[src/verilog/opmode_params.svh]
// opmode_params.svh: register offsets, bit positions, reset values
// assumes inclusion by the operating-mode sequencer package and module
`ifndef OPMODE_PARAMS_SVH
`define OPMODE_PARAMS_SVH

// ---------------------------------------------
// register map
// ---------------------------------------------
`define OFS_CTRL      8'h00
`define OFS_OPT       8'h04
`define OFS_STAT      8'h08

// ---------------------------------------------
// control register bits
// ---------------------------------------------
`define CTRL_FULL_DOWN 0
`define CTRL_PART_DOWN 1
`define CTRL_WAKE_FLAG 2
`define CTRL_ACK       3

// ---------------------------------------------
// option register bits
// ---------------------------------------------
`define OPT_HALT_OK    0
`define OPT_LVR_EN     1
`define OPT_DBG_EN     2
`define OPT_IRQ_WAKE   3
`define OPT_KB1_WAKE   4
`define OPT_KB2_WAKE   5
`define OPT_RTI_EN     6
`define OPT_RST        7'h00

// ---------------------------------------------
// pins, answers, timing
// ---------------------------------------------
`define PIN_W          8
`define PIN_RST        8'h00
`define INIT_CYC       2'h2
`define RESP_OKAY      2'h0
`define RESP_DECERR    2'h3
`define STAT_LATCH     4

`endif

[src/verilog/opmode_pkg.sv]
// opmode_pkg: types of the operating-mode sequencer
// assumes opmode_params.svh beside it
`include "opmode_params.svh"
package opmode_pkg;
   typedef enum logic [2:0] {
      M_INIT = 3'h0, M_RUN = 3'h1, M_BKGD = 3'h2, M_WAIT = 3'h3,
      M_SHALLOW = 3'h4, M_PARTIAL = 3'h5, M_DEEP = 3'h6
   } mode_t;
   typedef enum logic [2:0] {
      C_MEM = 3'h0, C_MEM_STAT = 3'h1, C_BDC_REG = 3'h2, C_BACKGROUND = 3'h3,
      C_CPU_REG = 3'h4, C_TRACE = 3'h5, C_GO = 3'h6
   } dbg_cmd_t;
   typedef struct packed {
      logic        awvalid;
      logic [7:0]  awaddr;
      logic        wvalid;
      logic [31:0] wdata;
      logic [3:0]  wstrb;
      logic        bready;
      logic        arvalid;
      logic [7:0]  araddr;
      logic        rready;
   } axi_req_t;
   typedef struct packed {
      logic        awready;
      logic        wready;
      logic        bvalid;
      logic [1:0]  bresp;
      logic        arready;
      logic        rvalid;
      logic [31:0] rdata;
      logic [1:0]  rresp;
   } axi_rsp_t;
   typedef struct packed {
      logic waitExec;
      logic stopExec;
      logic bgndExec;
      logic bdcBreak;
      logic dbgBreak;
      logic irqReq;
      logic rtiWake;
   } cpu_evt_t;
   typedef struct packed {
      logic modeSel;
      logic resetN;
      logic irqN;
      logic kb1N;
      logic kb2N;
   } pins_t;
   typedef struct packed {
      logic cpuClkEn;
      logic sysClkEn;
      logic periphClkEn;
      logic debugClkEn;
      logic oscEn;
      logic regulatorFull;
      logic ramOn;
      logic coreOn;
   } power_t;
   typedef struct packed {
      mode_t       mode;
      logic [1:0]  initCnt;
      pins_t       s1;
      pins_t       s2;
      logic        wakeRst;
      logic        wakeIrq;
      logic        fullDown;
      logic        partDown;
      logic        wakeFlag;
      logic [6:0]  opt;
      logic        latched;
      logic [7:0]  pinHeld;
      logic [7:0]  pinOut;
      power_t      pwr;
      logic        fetchVec;
      logic        sysRst;
      logic        illegalRst;
      logic        clrIMask;
      logic        takeIrq;
      logic        traceStep;
      logic        respV;
      logic        respErr;
      logic        awGot;
      logic        wGot;
      logic [7:0]  awAddr;
      logic [31:0] wData;
      logic [3:0]  wStrb;
      logic        bvalid;
      logic [1:0]  bresp;
      logic        rvalid;
      logic [31:0] rdata;
      logic [1:0]  rresp;
   } st_t;
endpackage

[src/verilog/operating_mode_sequencer.sv]
// operating_mode_sequencer: run, background, wait and stop level control
// assumes one 100 MHz clock, AXI4-Lite master, pins async to clk
`timescale 1ns/1ns
`default_nettype none
`include "opmode_params.svh"
module operating_mode_sequencer (
   // clock and reset
   input  wire logic                  clk,
   input  wire logic                  arst_n,
   // register bus
   input  wire opmode_pkg::axi_req_t  axiReq,
   output logic                       awready,
   output logic                       wready,
   output logic                       bvalid,
   output logic [1:0]                 bresp,
   output logic                       arready,
   output logic                       rvalid,
   output logic [31:0]                rdata,
   output logic [1:0]                 rresp,
   // cpu events and pins
   input  wire opmode_pkg::cpu_evt_t  cpuEvt,
   input  wire opmode_pkg::pins_t     pinsIn,
   input  wire logic [7:0]            portDrive,
   output logic [7:0]                 pinOut,
   // debug command port
   input  wire logic                  dbgCmdValid,
   input  wire opmode_pkg::dbg_cmd_t  dbgCmd,
   output logic                       dbgCmdReady,
   output logic                       dbgRespValid,
   output logic                       dbgRespErr,
   // power and sequencing
   output opmode_pkg::power_t         power,
   output opmode_pkg::mode_t          modeOut,
   output logic                       fetchVector,
   output logic                       sysReset,
   output logic                       illegalOpReset,
   output logic                       clearIMask,
   output logic                       takeInterrupt,
   output logic                       traceStep
);
   import opmode_pkg::*;

   // ---------------------------------------------
   // state
   // ---------------------------------------------
   st_t  s;
   st_t  n;
   logic halted;
   logic cmdTake;
   logic cmdOk;
   logic pinWake;
   logic dbgWake;
   logic runDbg;

   localparam st_t ST_RST = '{mode: M_INIT, opt: `OPT_RST, pinHeld: `PIN_RST,
      pinOut: `PIN_RST, default: '0};

   assign halted      = (s.mode == M_WAIT) || (s.mode == M_SHALLOW)
                     || (s.mode == M_PARTIAL) || (s.mode == M_DEEP);
   assign dbgCmdReady = (s.mode != M_INIT);
   assign cmdTake     = dbgCmdValid && dbgCmdReady;
   assign runDbg      = cpuEvt.bgndExec || cpuEvt.bdcBreak || cpuEvt.dbgBreak
                     || (cmdTake && dbgCmd == C_BACKGROUND);
   // active-low pin wakeups: reset always, irq and kb1 only when their option bits are set
   assign pinWake     = !s.s2.resetN || (s.opt[`OPT_IRQ_WAKE] && !s.s2.irqN)
                     || (s.opt[`OPT_KB1_WAKE] && !s.s2.kb1N);
   assign dbgWake     = cmdTake && dbgCmd == C_BACKGROUND
                     && (s.mode == M_WAIT || (s.mode == M_SHALLOW && s.opt[`OPT_DBG_EN]));

   // ---------------------------------------------
   // command acceptance per mode
   // ---------------------------------------------
   always_comb begin
      cmdOk = 1'b0;
      unique case (s.mode)
         M_RUN: cmdOk = (dbgCmd == C_MEM) || (dbgCmd == C_MEM_STAT)
                     || (dbgCmd == C_BDC_REG) || (dbgCmd == C_BACKGROUND);
         M_BKGD: cmdOk = (dbgCmd != 3'h7);
         M_WAIT, M_SHALLOW, M_PARTIAL, M_DEEP: cmdOk = dbgWake;
         M_INIT: cmdOk = 1'b0;
         default: cmdOk = 1'b0;
      endcase
   end

   // ---------------------------------------------
   // next state
   // ---------------------------------------------
   always_comb begin
      n            = s;
      n.s1         = pinsIn;
      n.s2         = s.s1;
      n.fetchVec   = 1'b0;
      n.sysRst     = 1'b0;
      n.illegalRst = 1'b0;
      n.clrIMask   = 1'b0;
      n.takeIrq    = 1'b0;
      n.traceStep  = 1'b0;
      n.respV      = cmdTake;
      n.respErr    = cmdTake && (!cmdOk || (halted && dbgCmd == C_MEM_STAT));
      // bus: address and data in either order
      if (axiReq.awvalid && !s.awGot && !s.bvalid) begin
         n.awGot  = 1'b1;
         n.awAddr = axiReq.awaddr;
      end
      if (axiReq.wvalid && !s.wGot && !s.bvalid) begin
         n.wGot  = 1'b1;
         n.wData = axiReq.wdata;
         n.wStrb = axiReq.wstrb;
      end
      if (s.awGot && s.wGot) begin
         n.awGot  = 1'b0;
         n.wGot   = 1'b0;
         n.bvalid = 1'b1;
         n.bresp  = `RESP_OKAY;
         if (s.awAddr == `OFS_CTRL) begin
            if (s.wStrb[0]) begin
               n.fullDown = s.wData[`CTRL_FULL_DOWN];
               n.partDown = s.wData[`CTRL_PART_DOWN];
               if (s.wData[`CTRL_ACK]) begin
                  n.latched  = 1'b0;
                  n.wakeFlag = 1'b0;
               end
            end
         end else if (s.awAddr == `OFS_OPT) begin
            if (s.wStrb[0]) begin
               n.opt = s.wData[6:0];
            end
         end else if (s.awAddr != `OFS_STAT) begin
            n.bresp = `RESP_DECERR;
         end
      end
      if (s.bvalid && axiReq.bready) begin
         n.bvalid = 1'b0;
      end
      if (axiReq.arvalid && !s.rvalid) begin
         n.rvalid = 1'b1;
         n.rresp  = `RESP_OKAY;
         n.rdata  = 32'h0000_0000;
         if (axiReq.araddr == `OFS_CTRL) begin
            n.rdata[`CTRL_FULL_DOWN] = s.fullDown;
            n.rdata[`CTRL_PART_DOWN] = s.partDown;
            n.rdata[`CTRL_WAKE_FLAG] = s.wakeFlag;
         end else if (axiReq.araddr == `OFS_OPT) begin
            n.rdata[6:0] = s.opt;
         end else if (axiReq.araddr == `OFS_STAT) begin
            n.rdata[2:0]         = s.mode;
            n.rdata[`STAT_LATCH] = s.latched;
         end else begin
            n.rresp = `RESP_DECERR;
         end
      end else if (s.rvalid && axiReq.rready) begin
         n.rvalid = 1'b0;
      end
      // stop-level pin and rti wakes registered first, acted on next cycle; wait and debug wakes act at once
      n.wakeRst = 1'b0;
      n.wakeIrq = 1'b0;
      unique case (s.mode)
         M_INIT: begin
            n.initCnt = s.initCnt + 2'h1;
            if (s.initCnt == `INIT_CYC) begin
               n.initCnt = 2'h0;
               if (s.s2.modeSel) begin
                  n.mode     = M_RUN;
                  n.fetchVec = 1'b1;
               end else begin
                  n.mode = M_BKGD;
               end
            end
         end
         M_RUN: begin
            if (runDbg) begin
               n.mode = M_BKGD;
            end else if (cpuEvt.waitExec) begin
               n.mode     = M_WAIT;
               n.clrIMask = 1'b1;
            end else if (cpuEvt.stopExec) begin
               if (!s.opt[`OPT_HALT_OK]) begin
                  n.illegalRst = 1'b1;
                  n.sysRst     = 1'b1;
                  n.mode       = M_INIT;
                  n.fullDown   = 1'b0;
                  n.partDown   = 1'b0;
                  n.opt        = `OPT_RST;
               end else if (!s.fullDown || s.opt[`OPT_LVR_EN]
                            || s.opt[`OPT_DBG_EN]) begin
                  n.mode = M_SHALLOW;
               end else if (s.partDown) begin
                  n.mode    = M_PARTIAL;
                  n.latched = 1'b1;
                  n.pinHeld = s.pinOut;
               end else begin
                  n.mode = M_DEEP;
               end
            end
         end
         M_BKGD: begin
            if (cmdTake && dbgCmd == C_GO) begin
               n.mode = M_RUN;
            end
            n.traceStep = cmdTake && dbgCmd == C_TRACE;
         end
         M_WAIT: begin
            if (dbgWake) begin
               n.mode = M_BKGD;
            end else if (cpuEvt.irqReq) begin
               n.mode    = M_RUN;
               n.takeIrq = 1'b1;
            end
         end
         M_SHALLOW: begin
            n.wakeRst = !s.s2.resetN;
            n.wakeIrq = (s.opt[`OPT_IRQ_WAKE] && !s.s2.irqN)
                     || (s.opt[`OPT_KB1_WAKE] && !s.s2.kb1N)
                     || (s.opt[`OPT_KB2_WAKE] && !s.s2.kb2N)
                     || (s.opt[`OPT_RTI_EN] && cpuEvt.rtiWake);
            if (dbgWake) begin
               n.mode = M_BKGD;
            end else if (s.wakeRst) begin
               n.mode     = M_INIT;
               n.sysRst   = 1'b1;
               n.fullDown = 1'b0;
               n.partDown = 1'b0;
               n.opt      = `OPT_RST;
            end else if (s.wakeIrq) begin
               n.mode    = M_RUN;
               n.takeIrq = 1'b1;
            end
         end
         M_PARTIAL: begin
            n.wakeRst = pinWake || (s.opt[`OPT_RTI_EN] && cpuEvt.rtiWake);
            if (s.wakeRst) begin
               n.mode     = M_INIT;
               n.sysRst   = 1'b1;
               n.fullDown = 1'b0;
               n.partDown = 1'b0;
               n.opt      = `OPT_RST;
               n.wakeFlag = 1'b1;
            end
         end
         M_DEEP: begin
            n.wakeRst = pinWake;
            if (s.wakeRst) begin
               n.mode     = M_INIT;
               n.sysRst   = 1'b1;
               n.fullDown = 1'b0;
               n.partDown = 1'b0;
               n.opt      = `OPT_RST;
               n.wakeFlag = 1'b0;
            end
         end
         default: n.mode = M_INIT;
      endcase
      // pins: latched, forced to reset, or live port logic
      if (n.latched) begin
         n.pinOut = s.latched ? s.pinHeld : n.pinHeld;
      end else if (n.mode == M_DEEP) begin
         n.pinOut = `PIN_RST;
      end else begin
         n.pinOut = portDrive;
      end
      // clock gates and power follow the registered mode
      n.pwr = '0;
      unique case (n.mode)
         M_RUN, M_INIT: n.pwr = '{cpuClkEn: 1'b1, sysClkEn: 1'b1, periphClkEn: 1'b1,
            debugClkEn: 1'b1, oscEn: 1'b1, regulatorFull: 1'b1, ramOn: 1'b1, coreOn: 1'b1};
         M_BKGD: n.pwr = '{cpuClkEn: 1'b0, sysClkEn: 1'b1, periphClkEn: 1'b1,
            debugClkEn: 1'b1, oscEn: 1'b1, regulatorFull: 1'b1, ramOn: 1'b1,
            coreOn: 1'b1};
         M_WAIT: n.pwr = '{cpuClkEn: 1'b0, sysClkEn: 1'b1, periphClkEn: 1'b1,
            debugClkEn: 1'b1, oscEn: 1'b1, regulatorFull: 1'b1, ramOn: 1'b1,
            coreOn: 1'b1};
         M_SHALLOW: begin
            n.pwr.debugClkEn    = n.opt[`OPT_DBG_EN];
            n.pwr.regulatorFull = n.opt[`OPT_DBG_EN] || n.opt[`OPT_LVR_EN];
            n.pwr.ramOn         = 1'b1;
            n.pwr.coreOn        = 1'b1;
         end
         M_PARTIAL: n.pwr.ramOn = 1'b1;
         M_DEEP: n.pwr = '0;
         default: n.pwr = '0;
      endcase
   end

   always_ff @(posedge clk or negedge arst_n) begin
      if (!arst_n) begin
         s <= ST_RST;
      end else begin
         s <= n;
      end
   end

   // ---------------------------------------------
   // outputs
   // ---------------------------------------------
   assign awready        = !s.awGot && !s.bvalid;
   assign wready         = !s.wGot && !s.bvalid;
   assign bvalid         = s.bvalid;
   assign bresp          = s.bresp;
   assign arready        = !s.rvalid;
   assign rvalid         = s.rvalid;
   assign rdata          = s.rdata;
   assign rresp          = s.rresp;
   assign pinOut         = s.pinOut;
   assign dbgRespValid   = s.respV;
   assign dbgRespErr     = s.respErr;
   assign power          = s.pwr;
   assign modeOut        = s.mode;
   assign fetchVector    = s.fetchVec;
   assign sysReset       = s.sysRst;
   assign illegalOpReset = s.illegalRst;
   assign clearIMask     = s.clrIMask;
   assign takeInterrupt  = s.takeIrq;
   assign traceStep      = s.traceStep;
endmodule
`default_nettype wire

[config.mk]
export PLATFORM = sky130hd
export DESIGN_NAME = operating_mode_sequencer
export DESIGN_NICKNAME = d
export VERILOG_FILES = /design/src/verilog/opmode_pkg.sv /design/src/verilog/operating_mode_sequencer.sv
export VERILOG_INCLUDE_DIRS = /design/src /design/src/verilog
export SDC_FILE = /design/constraint.sdc
export NUM_CORES = 1
export LEC_CHECK = 0
export BUFFER_PORTS_ARGS = -buffer_cell sky130_fd_sc_hd__buf_2
export CAP_MARGIN = 20
export CORE_ASPECT_RATIO = 1.75
export CORE_MARGIN = 3
export CORE_UTILIZATION = 50
export CTS_CLUSTER_SIZE = 14
export DETAILED_ROUTE_END_ITERATION = 16
export PLACE_DENSITY = 0.86
export SYNTH_ARGS = -nofsm -noshare
export SYNTH_HDL_FRONTEND = slang
export SYNTH_SLANG_ARGS = --single-unit
[constraint.sdc]
create_clock -name clk -period 4.95 [get_ports clk]
set_input_delay 0.495 -clock clk [delete_from_list [all_inputs] [get_ports clk]]
set_output_delay 0.495 -clock clk [all_outputs]
set_load 0.01 [all_outputs]
# ---- Word level (Yosys, flattened, before mapping)
# Index checks and enable logic that the tools add are counted.
# Widths: inputs -> output; s select.
dict set report word_totals {
  register_bits 91
  in_bits 83
  output_inout_bits 69
  elab_cells 239
}
dict set report op_classes {
  addsub 1
  n_eq_ne 23
  mux 99
  reduce_logical 69
}
# cell count
set op_table {}
lappend op_table {{$mux 3} 19}
lappend op_table {{$mux 16} 3}
lappend op_table {{$mux 7} 6}
lappend op_table {{$mux 2} 20}
lappend op_table {{$mux 9} 4}
lappend op_table {{$mux 1} 28}
lappend op_table {{$pmux 7 s4} 1}
lappend op_table {{$eq 3x3->1 const B} 8}
lappend op_table {{$mux 8} 3}
lappend op_table {{$logic_and 1x1->1} 22}
lappend op_table {{$logic_or 1x1->1} 20}
lappend op_table {{$mux 10} 2}
lappend op_table {{$eq 3x2->1 const B} 6}
lappend op_table {{$pmux 3 s6} 1}
lappend op_table {{$eq 8x3->1 const B} 2}
lappend op_table {{$logic_not 8->1} 2}
lappend op_table {{$mux 11} 1}
lappend op_table {{$logic_not 1->1} 10}
lappend op_table {{$eq 3x1->1 const B} 3}
lappend op_table {{$logic_not 3->1} 3}
lappend op_table {{$pmux 1 s3} 3}
lappend op_table {{$eq 8x4->1 const B} 1}
lappend op_table {{$ne 8x4->1 const B} 1}
lappend op_table {{$pmux 1 s2} 4}
lappend op_table {{other kinds (13)} 19}

# ---- Depth between registers and ports, before layout
dict set report depth {
  ltp_word 13
  mapped_depth 7
  mapped_depth_nobuf 6
}

# ---- Least setup slack after synthesis
# No wires, ideal clock.
dict set report synth_timing {
  path_kind {reg-to-reg}
  start {register s, in the netlist modeOut[2]}
  end {register s[119] (netlist name)}
  setup_time_ns 0.124
  t_arrival_ns 1.846
  required_ns 4.826
  setup_slack_ns 2.980
  path_stages_with_launch 7
  path_buffers 1
  period_less_slack_ns 1.970
  cell_sequence {dfrtp_1 > o31ai_2 > inv_2 > a211o_1 > a221oi_2 > buf_4 > nor2_1}
}
# item line_no
set synth_lines {}
lappend synth_lines {{from (decl)} operating_mode_sequencer.sv:46} ;# st_t s;
lappend synth_lines {{from (signal assigned)} operating_mode_sequencer.sv:288} ;# s <= n;

==> results.md <==
* Status: complete, no violations
* Congestion Overflow GR at 0
* Mapped cell area at ~4200 µm²
* Area after DPL at 4460 µm²
* Dpl ws at between 2000 and 2500 ps
* CTS tree: yes
* CORE AREA at about 8100 µm²
* RSZ-0062 raised after global routing: false
* Tightest Pin Transition at 1020 ps
* Initial core utilization at 0.522
* Clock latency on the worst-skew pair at around 330 ps
* Synth cell count leaders: dfrtp_1, buf_4, nand2_1
* Peak Freq at approximately 0.35 GHz
* Syn_area_per_cell at 11.1 µm²
* Cts hold-fix bufs at 0
* R2R depth at 5
* Largest net degree at the start of global routing at approximately 90
* Period utilisation layout at 0.570
* Post-CTS Resized at 0
* Worst-path clk slew at approximately 60 ps
* Placed cell count at around 530
* Register area share after synthesis at 0.516
* Layout cells sized above 1 at 0.321
* Count leader, synth: dfrtp_1
* Comb pwr share at 0.226
* Setup WS post-layout at between 2000 and 2500 ps
* EDFF count, synth at 0
* Number of global-route vias before repair at ~3100
* DRT Pass-1 Iters at 5
* Die area at roughly 9600 µm²
* Worst VDD drop at ~0.27 mV
* Layout Nets at about 530
* H-tree levels at 3
* Asr flop ratio synth at 1.00
* Yosys cell types at 62
* Fin area at 4810 µm²
* Area Growth Syn to Fin at 14.2%
* Switch Pwr at 675 µW
* DRT iter0 DRCs at approximately 210
* Area leader, netlist: dfrtp_1
* Post-CTS setup buffers at 0
* Slew headroom at 0.321
* Critical path class: flop to flop
* Placement Rows at 43
* Routed wire length per instance at 16.5 µm
* # diodes at 0
* CP Data Required Time at 5120 ps
* Worst min-delay path class: input port to asynchronous set/reset pin
* Root buf cell: clkbuf_16
* Minimum clock period after layout at ~2800 ps
* Fin util at 0.596
* Synth area leaders: dfrtp_1, buf_4, mux2_2, mux2i_1, nand2_1
* PnR Total Power at 2.23 mW
* Final hold vios at 0
* Crit-path max FO at 18
* #FFs+latches synth at 87
* Cells after synthesis at 380
* Routed wire length at approximately 9 mm
* Final setup fails at 0
* Clock buffer count from CTS at 9
* CTS sink count at 87
* Via count at slightly below 3000
* Initial antenna violation count at 0
* Yosys warns at 0
* Tot GR Track Use at 0.202
* Worst Setup End Kind: flop
* IO Pins at about 150
* Drc violations at 0
* Synth top area share at 0.516
* Die width at around 75 µm
* Worst hold slack at between 100 and 150 ps
* Prevailing post-synth register cell: dfrtp_1
* Final ANT Viol Nets at 0
* Sw frac at 0.303
* Die Y at 127 µm
* Leak Pwr at ~2.4 nW
* Max Root-Sink Buffers at 2
* Max Cap Viol at 0
* IO Port Bufs at 98
* Sum Neg Setup Slack at 0 ps
* GPL Wtd Cong at 0.847
* DR vias/cell at between 5 and 6
* Non-Filler Instances at about 550
* WP data arrival at about 3000 ps
* Layout Skew at around 6.4 ps
* PwrDens at 463 nW/µm²
* Crit start category: flop
* Detail Placement HPWL at 6.74 mm
* First-pass GRT wire length at 14.6 mm
* Final slew viol count at 0
* Cell Int Power at between 1.5 and 2 mW
* Register share of total power at 0.452
* Clock share of power at 0.322
[state kept, by name, summed over array words and instances (netlist names), 3 cells and up]
signal / flops
modeOut: 3
pinOut: 8
s: 46
power: 6
rdata: 7
n: 5
[final timing paths]
| path | start | end | slack [ps] |
|---|---|---|---|
| setup / recovery | modeOut[2] | power[4] | 2130 |
| hold / removal | arst_n | s[47] | 140 |
| setup reg to reg | modeOut[2] | power[4] | 2130 |
| hold reg to reg | n[132] | s[132] | 350 |
| max in group asynchronous | arst_n | s[112] | 4200 |
| min in group clk | pinsIn[4] | n[133] | 270 |
[layer usage]
layer	share of wire	track usage	vias to the layer above
met4	0.039	0.117	0
li1	-	-	1397
met2	0.58	0.367	99
met1	0.35	0.205	1460
met3	0.038	0.0331	27
met5	0	0	-
[placed cells by master, fill, tap and decap left out, drive strengths merged, types with 2 or more instances in the layout]
master and instances:
nor2 23, nor3 6, nor3b 2, nand3 3
o31ai 4, and2 3, o21ai 26, clkbuf 14
conb 25, o211ai 2, nor4b 2, nand2b 2
buf 99, a21oi 12, inv 12, nor4 2
a22oi 9, nor4bb 4, or4b 2, nand4 2
nand3b 2, mux2 24, nand2 34, a31oi 2
a21o 2, mux2i 13, and3 4, o211a 2
dfrtp 87, a32oi 3, nor2b 7, o41ai 2
and3b 2, or3 2
[cells by family (layout without fill, tap and decap cells)]
group	after synthesis	in the layout	synth area share
and+or+nand+nor	107	107	0.147
AOI/OAI and AO/OA	71	71	0.120
xor gates and xnor gates	1	1	0.00208
DFF	87	87	0.516
buffers and inverters	76	127	0.118
other	1	25	0.000890
muxes	37	37	0.0950
[critical path, stage by stage (launching register included)]
cell and delay, ps:
dfrtp_1 600, o31ai_2 520, inv_2 130, a211o_1 350
a221oi_2 830, o41ai_1 210
[power groups by stage]
| stage | registers (mW) | clock network (mW) | logic, mW |
|---|---|---|---|
| floorplan | 0.958 | 0 | 0.424 |
| global placement | 1.01 | 0 | 0.481 |
| detailed placement | 1.02 | 0 | 0.503 |
| CTS | 1.01 | 0.732 | 0.506 |
| global route | 1.03 | 0.763 | 0.557 |
| finish | 1.01 | 0.717 | 0.504 |
[cell type report]
type	instances	area, µm²
clock buffer	14	294
clock inverter	2	35.0
fill	676	3260
inverter	12	45.0
multi-input combinational	241	1630
sequential	87	2180
tap	90	113
timing repair buffer	99	520
Note: power is estimated with default switching activity, not from simulation.
